`config.mk`:
```
export PLATFORM = sky130hd
export DESIGN_NAME = rcic_top
export DESIGN_NICKNAME = d
export VERILOG_FILES = /design/src/verilog/rcic_pkg.sv /design/src/verilog/rcic_flag_bank.sv /design/src/verilog/rcic_ext_delay.sv /design/src/verilog/rcic_top.sv
export VERILOG_INCLUDE_DIRS = /design/src /design/src/verilog
export SDC_FILE = /design/constraint.sdc
export NUM_CORES = 1
export LEC_CHECK = 0
export BUFFER_PORTS_ARGS = -buffer_cell sky130_fd_sc_hd__buf_2
export CAP_MARGIN = 15
export CORE_UTILIZATION = 39
export DETAILED_ROUTE_END_ITERATION = 6
export PLACE_DENSITY = 0.59
export SYNTH_ARGS = -nofsm -noshare
export SYNTH_HDL_FRONTEND = slang
export SYNTH_SLANG_ARGS = --single-unit
```
`constraint.sdc`:
```
create_clock -name core_clk_in -period 4.9 [get_ports core_clk_in]
set_input_delay 0.98 -clock core_clk_in [delete_from_list [all_inputs] [get_ports core_clk_in]]
set_output_delay 0.98 -clock core_clk_in [all_outputs]
set_load 0.02 [all_outputs]
```
`src/verilog/rcic_params.svh`:
```
// register offsets, field positions, reset values and vectors of the reset/irq controller
`ifndef RCIC_PARAMS_SVH
`define RCIC_PARAMS_SVH
`define RCIC_OFS_IRQCTL 4'h0
`define RCIC_OFS_PFLAGS 4'h1
`define RCIC_OFS_PMASKS 4'h2
`define RCIC_OFS_STATUS 4'h3
`define RCIC_OFS_PWRCTL 4'h4
`define RCIC_OFS_EVST 4'h5
`define RCIC_OFS_EVMASK 4'h6
`define RCIC_B_GIE 7
`define RCIC_B_PEIE 6
`define RCIC_B_TMR_EN 5
`define RCIC_B_EXT_EN 4
`define RCIC_B_PCH_EN 3
`define RCIC_B_TMR_FL 2
`define RCIC_B_EXT_FL 1
`define RCIC_B_PCH_FL 0
`define RCIC_B_ADC 0
`define RCIC_B_TO 4
`define RCIC_B_PD 3
`define RCIC_B_MIRROR 7
`define RCIC_B_PER 2
`define RCIC_B_POR 1
`define RCIC_B_BOR 0
`define RCIC_B_EV_VEC 0
`define RCIC_B_EV_WAKE 1
`define RCIC_B_EV_RST 2
`define RCIC_EV_W 3
`define RCIC_IRQ_VEC 13'h0004
`define RCIC_RST_VEC 13'h0000
`define RCIC_PC_STEP 13'h0001
`define RCIC_EXT_LAT 2'h3
`define RCIC_BOR_POR_VAL 1'b0
`define RCIC_STACK_DEPTH 8
`endif

```
`src/verilog/rcic_pkg.sv`:
```
// types shared by the reset/irq controller
package rcic_pkg;
	typedef enum logic [2:0] {
		RC_NONE, RC_BOR, RC_WDT_RST, RC_WDT_WAKE, RC_MASTER_CLEAR_PIN, RC_MASTER_CLEAR_PIN_SLEEP, RC_PARITY, RC_IRQ_WAKE
	} rcic_cause_type;
	typedef logic [12:0] rcic_pc_type;
	typedef logic [7:0] rcic_byte_type;
endpackage

```
`src/verilog/rcic_flag_bank.sv`:
```
// sticky event flags, set by hardware, cleared by writing one
`timescale 1ns/1ns
`include "rcic_params.svh"
module rcic_flag_bank (
	input wire logic core_clk_in,
	input wire logic rst_in,
	input wire logic ce_in,
	input wire logic [`RCIC_EV_W-1:0] set_in,
	input wire logic [`RCIC_EV_W-1:0] clr_in,
	output logic [`RCIC_EV_W-1:0] flags_out
);
	logic [`RCIC_EV_W-1:0] flag_d;
	genvar gi;
	generate
		for (gi = 0; gi < `RCIC_EV_W; gi++) begin : g_bit
			// set beats a clear in the same cycle
			always_comb begin
				flag_d[gi] = set_in[gi] | (flags_out[gi] & ~clr_in[gi]);
			end
		end
	endgenerate
	always_ff @(posedge core_clk_in) begin
		if (rst_in) begin
			flags_out <= '0;
		end else if (ce_in) begin
			flags_out <= flag_d;
		end
	end
	a_set_wins: assert property (@(posedge core_clk_in) disable iff (rst_in)
		ce_in && set_in[0] |=> flags_out[0]) else $error("event flag lost on clear");
endmodule // rcic_flag_bank

```
`src/verilog/rcic_ext_delay.sv`:
```
// ages an external event over instruction boundaries before it may vector
`timescale 1ns/1ns
`include "rcic_params.svh"
module rcic_ext_delay (
	input wire logic core_clk_in,
	input wire logic rst_in,
	input wire logic ce_in,
	input wire logic evt_in,
	input wire logic instr_cycle_in,
	input wire logic flag_in,
	output logic ready_out
);
	logic [1:0] cnt_q, cnt_d;
	logic armed_q, armed_d;
	always_comb begin
		cnt_d = cnt_q;
		armed_d = armed_q & flag_in;
		if (evt_in) begin
			cnt_d = 2'h0;
			armed_d = 1'b1;
		end else if (armed_q && instr_cycle_in && cnt_q != `RCIC_EXT_LAT) begin
			cnt_d = cnt_q + 2'h1;
		end
	end
	always_ff @(posedge core_clk_in) begin
		if (rst_in) begin
			cnt_q <= 2'h0;
			armed_q <= 1'b0;
		end else if (ce_in) begin
			cnt_q <= cnt_d;
			armed_q <= armed_d;
		end
	end
	assign ready_out = armed_q && cnt_q == `RCIC_EXT_LAT && flag_in;
	a_ext_not_early: assert property (@(posedge core_clk_in) disable iff (rst_in)
		ce_in && evt_in |=> !ready_out) else $error("external event ready too early");
endmodule // rcic_ext_delay

```
`src/verilog/rcic_top.sv`:
```
// reset-cause recording and interrupt vectoring controller
`timescale 1ns/1ns
`include "rcic_params.svh"
module rcic_top #(
	parameter bit OLD_VARIANT = 1'b1
) (
	input wire logic core_clk_in,
	input wire logic rst_in,
	input wire logic ce_in,
	input wire logic [3:0] reg_addr_in,
	input wire rcic_pkg::rcic_byte_type reg_wdata_in,
	input wire logic reg_wr_in,
	input wire logic reg_rd_in,
	input wire logic ext_edge_evt_in,
	input wire logic timer_ovf_evt_in,
	input wire logic port_change_evt_in,
	input wire logic adc_done_evt_in,
	input wire logic instr_cycle_in,
	input wire logic return_from_irq_in,
	input wire rcic_pkg::rcic_pc_type pc_in,
	input wire logic sleeping_in,
	input wire logic master_clear_pin_rst_in,
	input wire logic wdt_timeout_in,
	input wire logic bor_rst_in,
	input wire logic parity_err_in,
	input wire logic parity_check_enable_in,
	input wire logic brownout_detect_enable_in,
	output rcic_pkg::rcic_byte_type reg_rdata_out,
	output logic pc_load_out,
	output rcic_pkg::rcic_pc_type pc_value_out,
	output logic vector_out,
	output logic wake_out,
	output logic gie_out,
	output logic irq_out
);
	import rcic_pkg::*;

	function automatic logic hit(input logic [3:0] a, input logic [3:0] ofs);
		hit = a == ofs;
	endfunction

	function automatic rcic_cause_type cause_of(input logic bor, input logic par, input logic master_clear_pin,
			input logic wdt, input logic slp, input logic wake);
		if (bor) cause_of = RC_BOR;
		else if (par) cause_of = RC_PARITY;
		else if (master_clear_pin) cause_of = slp ? RC_MASTER_CLEAR_PIN_SLEEP : RC_MASTER_CLEAR_PIN;
		else if (wdt) cause_of = slp ? RC_WDT_WAKE : RC_WDT_RST;
		else if (wake) cause_of = RC_IRQ_WAKE;
		else cause_of = RC_NONE;
	endfunction

	rcic_byte_type ictl_q, ictl_d, pfl_q, pfl_d, pmk_q, pmk_d;
	logic to_q, to_d, pd_q, pd_d, per_q, per_d, por_q, por_d, bor_q, bor_d;
	logic [`RCIC_EV_W-1:0] evmask_q, evmask_d, ev_set, ev_clr, ev_flags;
	rcic_byte_type rdata_d;
	logic pcl_d, vec_d, wake_d, irq_d;
	rcic_pc_type pcv_d;
	rcic_pc_type stack_q [`RCIC_STACK_DEPTH];
	logic [2:0] sp_q, sp_d;
	logic push, pop;
	rcic_pc_type push_val;
	logic ext_rdy, pch_rdy, any_ready, any_pend, take, gie_clr_wr;
	rcic_cause_type cause;

	// external sources only qualify for a vector while awake after aging; a wake from sleep uses the raw flag
	rcic_ext_delay u_ext_delay (
		.core_clk_in(core_clk_in),
		.rst_in(rst_in),
		.ce_in(ce_in),
		.evt_in(ext_edge_evt_in),
		.instr_cycle_in(instr_cycle_in),
		.flag_in(ictl_q[`RCIC_B_EXT_FL]),
		.ready_out(ext_rdy)
	);
	rcic_ext_delay u_pch_delay (
		.core_clk_in(core_clk_in),
		.rst_in(rst_in),
		.ce_in(ce_in),
		.evt_in(port_change_evt_in),
		.instr_cycle_in(instr_cycle_in),
		.flag_in(ictl_q[`RCIC_B_PCH_FL]),
		.ready_out(pch_rdy)
	);
	rcic_flag_bank u_evst (
		.core_clk_in(core_clk_in),
		.rst_in(rst_in),
		.ce_in(ce_in),
		.set_in(ev_set),
		.clr_in(ev_clr),
		.flags_out(ev_flags)
	);

	always_comb begin
		any_pend = (ictl_q[`RCIC_B_TMR_FL] & ictl_q[`RCIC_B_TMR_EN])
			| (ictl_q[`RCIC_B_EXT_FL] & ictl_q[`RCIC_B_EXT_EN])
			| (ictl_q[`RCIC_B_PCH_FL] & ictl_q[`RCIC_B_PCH_EN])
			| (ictl_q[`RCIC_B_PEIE] & pfl_q[`RCIC_B_ADC] & pmk_q[`RCIC_B_ADC]);
		any_ready = (ictl_q[`RCIC_B_TMR_FL] & ictl_q[`RCIC_B_TMR_EN])
			| (ext_rdy & ictl_q[`RCIC_B_EXT_EN])
			| (pch_rdy & ictl_q[`RCIC_B_PCH_EN])
			| (ictl_q[`RCIC_B_PEIE] & pfl_q[`RCIC_B_ADC] & pmk_q[`RCIC_B_ADC]);
		gie_clr_wr = reg_wr_in && hit(reg_addr_in, `RCIC_OFS_IRQCTL) && !reg_wdata_in[`RCIC_B_GIE];
		cause = cause_of(bor_rst_in, parity_err_in, master_clear_pin_rst_in, wdt_timeout_in, sleeping_in,
			sleeping_in && any_pend);
		take = ictl_q[`RCIC_B_GIE] && any_ready && instr_cycle_in && !sleeping_in
			&& (OLD_VARIANT || !gie_clr_wr) && cause == RC_NONE;
	end

	always_comb begin
		ictl_d = ictl_q;
		pfl_d = pfl_q;
		pmk_d = pmk_q;
		evmask_d = evmask_q;
		to_d = to_q;
		pd_d = pd_q;
		per_d = per_q;
		por_d = por_q;
		bor_d = bor_q;
		ev_clr = '0;
		if (reg_wr_in) begin
			if (hit(reg_addr_in, `RCIC_OFS_IRQCTL)) ictl_d = reg_wdata_in;
			if (hit(reg_addr_in, `RCIC_OFS_PFLAGS)) pfl_d = reg_wdata_in;
			if (hit(reg_addr_in, `RCIC_OFS_PMASKS)) pmk_d = reg_wdata_in;
			if (hit(reg_addr_in, `RCIC_OFS_EVMASK)) evmask_d = reg_wdata_in[`RCIC_EV_W-1:0];
			if (hit(reg_addr_in, `RCIC_OFS_EVST)) ev_clr = reg_wdata_in[`RCIC_EV_W-1:0];
			if (hit(reg_addr_in, `RCIC_OFS_PWRCTL)) begin
				per_d = reg_wdata_in[`RCIC_B_PER];
				por_d = reg_wdata_in[`RCIC_B_POR];
				bor_d = reg_wdata_in[`RCIC_B_BOR];
			end
		end
		// hardware sets win over software writes
		if (timer_ovf_evt_in) ictl_d[`RCIC_B_TMR_FL] = 1'b1;
		if (ext_edge_evt_in) ictl_d[`RCIC_B_EXT_FL] = 1'b1;
		if (port_change_evt_in) ictl_d[`RCIC_B_PCH_FL] = 1'b1;
		if (adc_done_evt_in) pfl_d[`RCIC_B_ADC] = 1'b1;
		if (return_from_irq_in) ictl_d[`RCIC_B_GIE] = 1'b1;
		if (take) ictl_d[`RCIC_B_GIE] = 1'b0;
		unique case (cause)
			RC_NONE: begin
			end
			RC_BOR: begin
				bor_d = 1'b0;
				per_d = 1'b1;
				to_d = 1'b1;
				pd_d = 1'b1;
			end
			RC_PARITY: begin
				per_d = 1'b0;
			end
			RC_MASTER_CLEAR_PIN: begin
			end
			RC_MASTER_CLEAR_PIN_SLEEP: begin
				to_d = 1'b1;
				pd_d = 1'b0;
			end
			RC_WDT_RST: begin
				to_d = 1'b0;
				pd_d = 1'b1;
			end
			RC_WDT_WAKE: begin
				to_d = 1'b0;
				pd_d = 1'b0;
			end
			RC_IRQ_WAKE: begin
				to_d = 1'b1;
				pd_d = 1'b0;
			end
		endcase
		if (cause != RC_NONE && cause != RC_WDT_WAKE && cause != RC_IRQ_WAKE) begin
			ictl_d[`RCIC_B_GIE] = 1'b0;
		end
		if (cause == RC_IRQ_WAKE && ictl_q[`RCIC_B_GIE]) ictl_d[`RCIC_B_GIE] = 1'b0;
	end

	always_comb begin
		pcl_d = 1'b0;
		pcv_d = pc_value_out;
		vec_d = 1'b0;
		wake_d = 1'b0;
		push = 1'b0;
		pop = 1'b0;
		push_val = pc_in;
		ev_set = '0;
		if (cause == RC_WDT_WAKE || cause == RC_IRQ_WAKE) begin
			pcl_d = 1'b1;
			wake_d = 1'b1;
			pcv_d = pc_in + `RCIC_PC_STEP;
			ev_set[`RCIC_B_EV_WAKE] = 1'b1;
			if (cause == RC_IRQ_WAKE && ictl_q[`RCIC_B_GIE]) begin
				pcv_d = `RCIC_IRQ_VEC;
				vec_d = 1'b1;
				push = 1'b1;
				push_val = pc_in + `RCIC_PC_STEP;
				ev_set[`RCIC_B_EV_VEC] = 1'b1;
			end
		end else if (cause != RC_NONE) begin
			pcl_d = 1'b1;
			pcv_d = `RCIC_RST_VEC;
			ev_set[`RCIC_B_EV_RST] = 1'b1;
		end else if (take) begin
			pcl_d = 1'b1;
			pcv_d = `RCIC_IRQ_VEC;
			vec_d = 1'b1;
			push = 1'b1;
			ev_set[`RCIC_B_EV_VEC] = 1'b1;
		end else if (return_from_irq_in) begin
			pcl_d = 1'b1;
			pop = 1'b1;
			pcv_d = stack_q[sp_q - 3'h1];
		end
		sp_d = push ? sp_q + 3'h1 : (pop ? sp_q - 3'h1 : sp_q);
		irq_d = |(ev_flags & evmask_q);
	end

	always_comb begin
		rdata_d = 8'h00;
		if (reg_rd_in) begin
			unique case (1'b1)
				hit(reg_addr_in, `RCIC_OFS_IRQCTL): rdata_d = ictl_q;
				hit(reg_addr_in, `RCIC_OFS_PFLAGS): rdata_d = pfl_q;
				hit(reg_addr_in, `RCIC_OFS_PMASKS): rdata_d = pmk_q;
				hit(reg_addr_in, `RCIC_OFS_STATUS): begin
					rdata_d[`RCIC_B_TO] = to_q;
					rdata_d[`RCIC_B_PD] = pd_q;
				end
				hit(reg_addr_in, `RCIC_OFS_PWRCTL): begin
					rdata_d[`RCIC_B_MIRROR] = parity_check_enable_in;
					rdata_d[`RCIC_B_PER] = per_q;
					rdata_d[`RCIC_B_POR] = por_q;
					// brownout flag means nothing while the detector is off
					rdata_d[`RCIC_B_BOR] = bor_q & brownout_detect_enable_in;
				end
				hit(reg_addr_in, `RCIC_OFS_EVST): rdata_d[`RCIC_EV_W-1:0] = ev_flags;
				hit(reg_addr_in, `RCIC_OFS_EVMASK): rdata_d[`RCIC_EV_W-1:0] = evmask_q;
				default: rdata_d = 8'h00;
			endcase
		end
	end

	always_ff @(posedge core_clk_in) begin
		if (rst_in) begin
			ictl_q <= 8'h00;
			pfl_q <= 8'h00;
			pmk_q <= 8'h00;
			evmask_q <= '0;
			to_q <= 1'b1;
			pd_q <= 1'b1;
			per_q <= 1'b1;
			por_q <= 1'b0;
			bor_q <= `RCIC_BOR_POR_VAL;
			sp_q <= 3'h0;
			reg_rdata_out <= 8'h00;
			pc_load_out <= 1'b1;
			pc_value_out <= `RCIC_RST_VEC;
			vector_out <= 1'b0;
			wake_out <= 1'b0;
			irq_out <= 1'b0;
		end else if (ce_in) begin
			ictl_q <= ictl_d;
			pfl_q <= pfl_d;
			pmk_q <= pmk_d;
			evmask_q <= evmask_d;
			to_q <= to_d;
			pd_q <= pd_d;
			per_q <= per_d;
			por_q <= por_d;
			bor_q <= bor_d;
			sp_q <= sp_d;
			reg_rdata_out <= rdata_d;
			pc_load_out <= pcl_d;
			pc_value_out <= pcv_d;
			vector_out <= vec_d;
			wake_out <= wake_d;
			irq_out <= irq_d;
		end
	end

	always_ff @(posedge core_clk_in) begin
		if (ce_in && push && !rst_in) begin
			stack_q[sp_q] <= push_val;
		end
	end

	assign gie_out = ictl_q[`RCIC_B_GIE];

	a_take_vector: assert property (@(posedge core_clk_in) disable iff (rst_in)
		ce_in && take |=> vector_out && pc_load_out && pc_value_out == `RCIC_IRQ_VEC
		&& !gie_out) else $error("accepted interrupt did not vector");
	a_gie_blocks: assert property (@(posedge core_clk_in) disable iff (rst_in)
		ce_in && !gie_out && !sleeping_in |=> !vector_out) else $error("vector with enable clear");
	a_ret_sets_gie: assert property (@(posedge core_clk_in) disable iff (rst_in)
		ce_in && return_from_irq_in && cause == RC_NONE && !take |=> gie_out && pc_load_out
		&& pc_value_out == stack_q[sp_q]) else $error("return did not restore");
	a_flag_sets: assert property (@(posedge core_clk_in) disable iff (rst_in)
		ce_in && timer_ovf_evt_in |=> ictl_q[`RCIC_B_TMR_FL]) else $error("timer flag not set");
	a_reset_pc_zero: assert property (@(posedge core_clk_in) disable iff (rst_in)
		ce_in && (bor_rst_in || parity_err_in || master_clear_pin_rst_in || (wdt_timeout_in && !sleeping_in))
		|=> pc_load_out && pc_value_out == `RCIC_RST_VEC && !gie_out) else $error("reset vector wrong");
	a_master_clear_pin_keeps: assert property (@(posedge core_clk_in) disable iff (rst_in)
		ce_in && cause == RC_MASTER_CLEAR_PIN |=> $stable(to_q) && $stable(pd_q)) else $error("status changed");
	a_wdt_flags: assert property (@(posedge core_clk_in) disable iff (rst_in)
		ce_in && cause == RC_WDT_RST |=> !to_q && pd_q) else $error("watchdog status wrong");
	a_bor_flags: assert property (@(posedge core_clk_in) disable iff (rst_in)
		ce_in && bor_rst_in |=> por_q == $past(por_q) && !bor_q && per_q) else $error("brown-out flags");
	a_parity_clr: assert property (@(posedge core_clk_in) disable iff (rst_in)
		ce_in && cause == RC_PARITY |=> !per_q ##1 !ce_in || reg_wr_in || !per_q)
		else $error("parity flag not cleared");
	a_wake_pc: assert property (@(posedge core_clk_in) disable iff (rst_in)
		ce_in && cause == RC_WDT_WAKE |=> wake_out && pc_value_out == $past(pc_in) + `RCIC_PC_STEP)
		else $error("wake address wrong");
endmodule // rcic_top

```
==> results.yml <==
power_and_ir_drop:
  pwr_density_cell_mw_per_mm2: 351.9
  max-vdd-ir-drop_mv: 0.2361
  p_leak_uw: 0.003170
clocking:
  holdBufCountCts: 0
  clk_latency_ps: 430
  h-tree-depth: 4
  cts_resized: 0
  tritoncts: "yes"
  cts_root_buf: "clkbuf_16"
  cts_inserted_buffers: 17
  clk_pin_slew_ps: 80
  clock_sinks: 173
  cts_max_path_buffers: 2
  post_cts_buffers: 0
layout:
  register_area_mm2: 0.004506
  multiInputGateArea_mm2: 0.003002
  fillCellCount: 1726
  layout_commonest_cell: "edfxtp_1"
  drive_gt1_share_pct: 24.17
  layout_common_cells: "104 x edfxtp_1, 68 x dfxtp_1, 68 x buf_2"
  area_delta_synth_final_pct: 16.35
  diodes: 0
  nNetsFinal: 731
  final_area_mm2: 0.008914
worst_setup_path:
  cp_num_buf_inv: 1
  critPathCaptureType: "flip-flop"
  worstPathCellList: "buf_2, or4_4, a211oi_4, a21o_4, and3_1, and3_1"
  worstPathRequired_ps: 4940
  crit_top_cell: "and3_1"
  regToRegSetupSlack_ps: 1880
  crit_arrival_ps: 3360
  startpoint_type: "input pin"
  cp_slowest_stage_delay_ps: 700
  crit_path_top_delay_cell: "and3_1"
  worstSetupPathType: "input pin to flip-flop"
  cp_max_fo: 13
  cpLargestDelayFamily: "simple AND/OR/NAND/NOR gates"
logic_synthesis:
  yosys-top-cells-area: "edfxtp_1 41%, dfxtp_1 18%, mux4_2 8.8%, nand2_1 2.8%, mux2i_1 2.6%"
  synth_edf_count: 104
  syn_nets: 664
  synth_ff_type: "edfxtp_1"
  ys_warn_count: 0
  synth_top_area_cell: "edfxtp_1"
  netlist_instances: 615
  synth_top_area_share_pct: 40.76
  synth.distinct_cells: 60
  yosysSeqAreaShare_pct: 58.79
  synthArstFlopShare_pct: 0
  netlist_area_mm2: 0.007661
  synth_seq_cells: 173
  avgSynthCellArea_um2: 12.46
timing:
  rsz0062_at_grt: "no"
  setup_violations: 0
  fmax_ghz: 0.3018
  slew_headroom_pct: 21.55
  finalWorstPathRequiredPeriod_ps: 3313
  worst_pin_slew_ps: 1177
  fin_setup_tns_ps: 0
  drv_slew: 0
  fin_crit_sh_pct: 67.61
  skew_ps: 15.89
  final_hold_viol_count: 0
job:
  maxCapViolCount: 0
placement:
  place_hpwl_um: 12940
  numPortBuffers: 68
  post_dp_cell_area_mm2: 0.008319
  gp_congestion: 0.8597
floorplanning:
  fp-row-count: 50
  die-area_mm2: 0.02021
  die_y_um: 142.2
  dieWidth_um: 142.2
  io_pins: 69
  core_mm2: 0.01896
  start_util_pct: 40.42
route:
  drc: 0
  via_per_inst: 5.585
  num_vias: 5334
  ant_nets: 0
  drt_wl_total_um: 18820
  avgRoutedWirePerCell_um: 19.71
  drtPass1Iterations: 7
  detail_route.iter0.violations: 485
global_routing:
  grt_max_degree: 53
  antenna_found_initial: 0
  grt_pass1_vias: 5261
  track_usage_pct: 19.64
  grt_pass1_wl_um: 29680
  grt_overflow: 0
status:
  status: "finished clean"
min_path:
  hold_path.class: "flip-flop to flip-flop"
synthesized netlist by cell type, types with 11 or more instances:
master	count
o21ai_0	33
clkbuf_1	28
xor2_1	11
mux4_2	30
a21oi_1	38
mux2_2	15
nor2_1	47
nand2_1	57
mux2i_1	20
nor3_1	16
edfxtp_1	104
inv_1	15
nand3_1	12
xnor2_1	11
a22oi_1	14
dfxtp_1	69
stage by stage:
step | hold slack, ps | setup WS (ps) | std cells | power, uW | utilization [%]
final | 459.3 | 1587 | 955 | 3137 | 47.02
after global routing | 491.1 | 1495 | 955 | 3240 | 47.02
after CTS | 467.6 | 1605 | 954 | 3159 | 46.98
after detailed placement | 449.6 | 1175 | 922 | 1817 | 43.89
after global placement | 430.1 | 1236 | 922 | 1813 | 43.89
after floorplan | 447.3 | 835.8 | 615 | 1731 | -
flip-flops by register name (all words and copies together), names as in the netlist, 2 cells and up:
signal / cells
pmk_q: 8
u_evst.flags_out: 3
stack_q: 104
reg_rdata_out: 8
sp_q: 3
pfl_q: 8
ictl_q: 8
evmask_q: 3
u_pch_delay.cnt_q: 2
pc_value_out: 13
u_ext_delay.cnt_q: 2
cells by family (layout without fill, tap and decap cells):
| group | count (synthesis) | in the layout | share of synthesized area, % |
|---|---|---|---|
| xor+xnor | 22 | 22 | 2.515 |
| simple gates | 170 | 170 | 10.32 |
| fa+ha+maj | 6 | 6 | 0.9799 |
| flops | 173 | 173 | 58.79 |
| compound gates | 130 | 130 | 11.20 |
| buf+inv | 48 | 128 | 2.401 |
| mux | 66 | 66 | 13.78 |
layout make-up:
class	instances	area share, %
clock buffer	18	4.815
inverter	15	0.6317
timing repair buffer	81	4.913
multi-input combinational	394	33.67
tap	260	3.650
sequential	173	50.55
clock inverter	14	1.769
per-layer routing:
metal  up-vias  part of all wire, %  track usage, %
li1       2476                    -               -
met1      2672                   45           26.36
met2       166                   48           31.71
met3        20                  4.9           4.172
met4         0                  1.4           6.282
met5         -                    0               0
worst reg2reg max path, cell delays in order, from the launching register on:
cell     delay, ps
dfxtp_1        480
inv_1          180
ha_1          1110
buf_4          300
mux4_2         280
mux2_2         290
a22oi_1        140
a21oi_1         90
worst paths after layout:
| check | start | endpoint | depth (start not counted) |
|---|---|---|---|
| hold reg to reg | reg_rdata_out[2] | reg_rdata_out[2] | 2 |
| hold / removal | reg_rdata_out[2] | reg_rdata_out[2] | 2 |
| setup / recovery | wdt_timeout_in | stack_q[1][6] | 6 |
| setup reg to reg | sp_q[1] | pc_value_out[3] | 7 |
report_power, final:
group	internal, uW	switching (uW)	total (uW)
combinational	83.4	137	220
clock	764	586	1350
sequential	1550	12.6	1570
No activity file was read; power rests on OpenSTA's default activity.
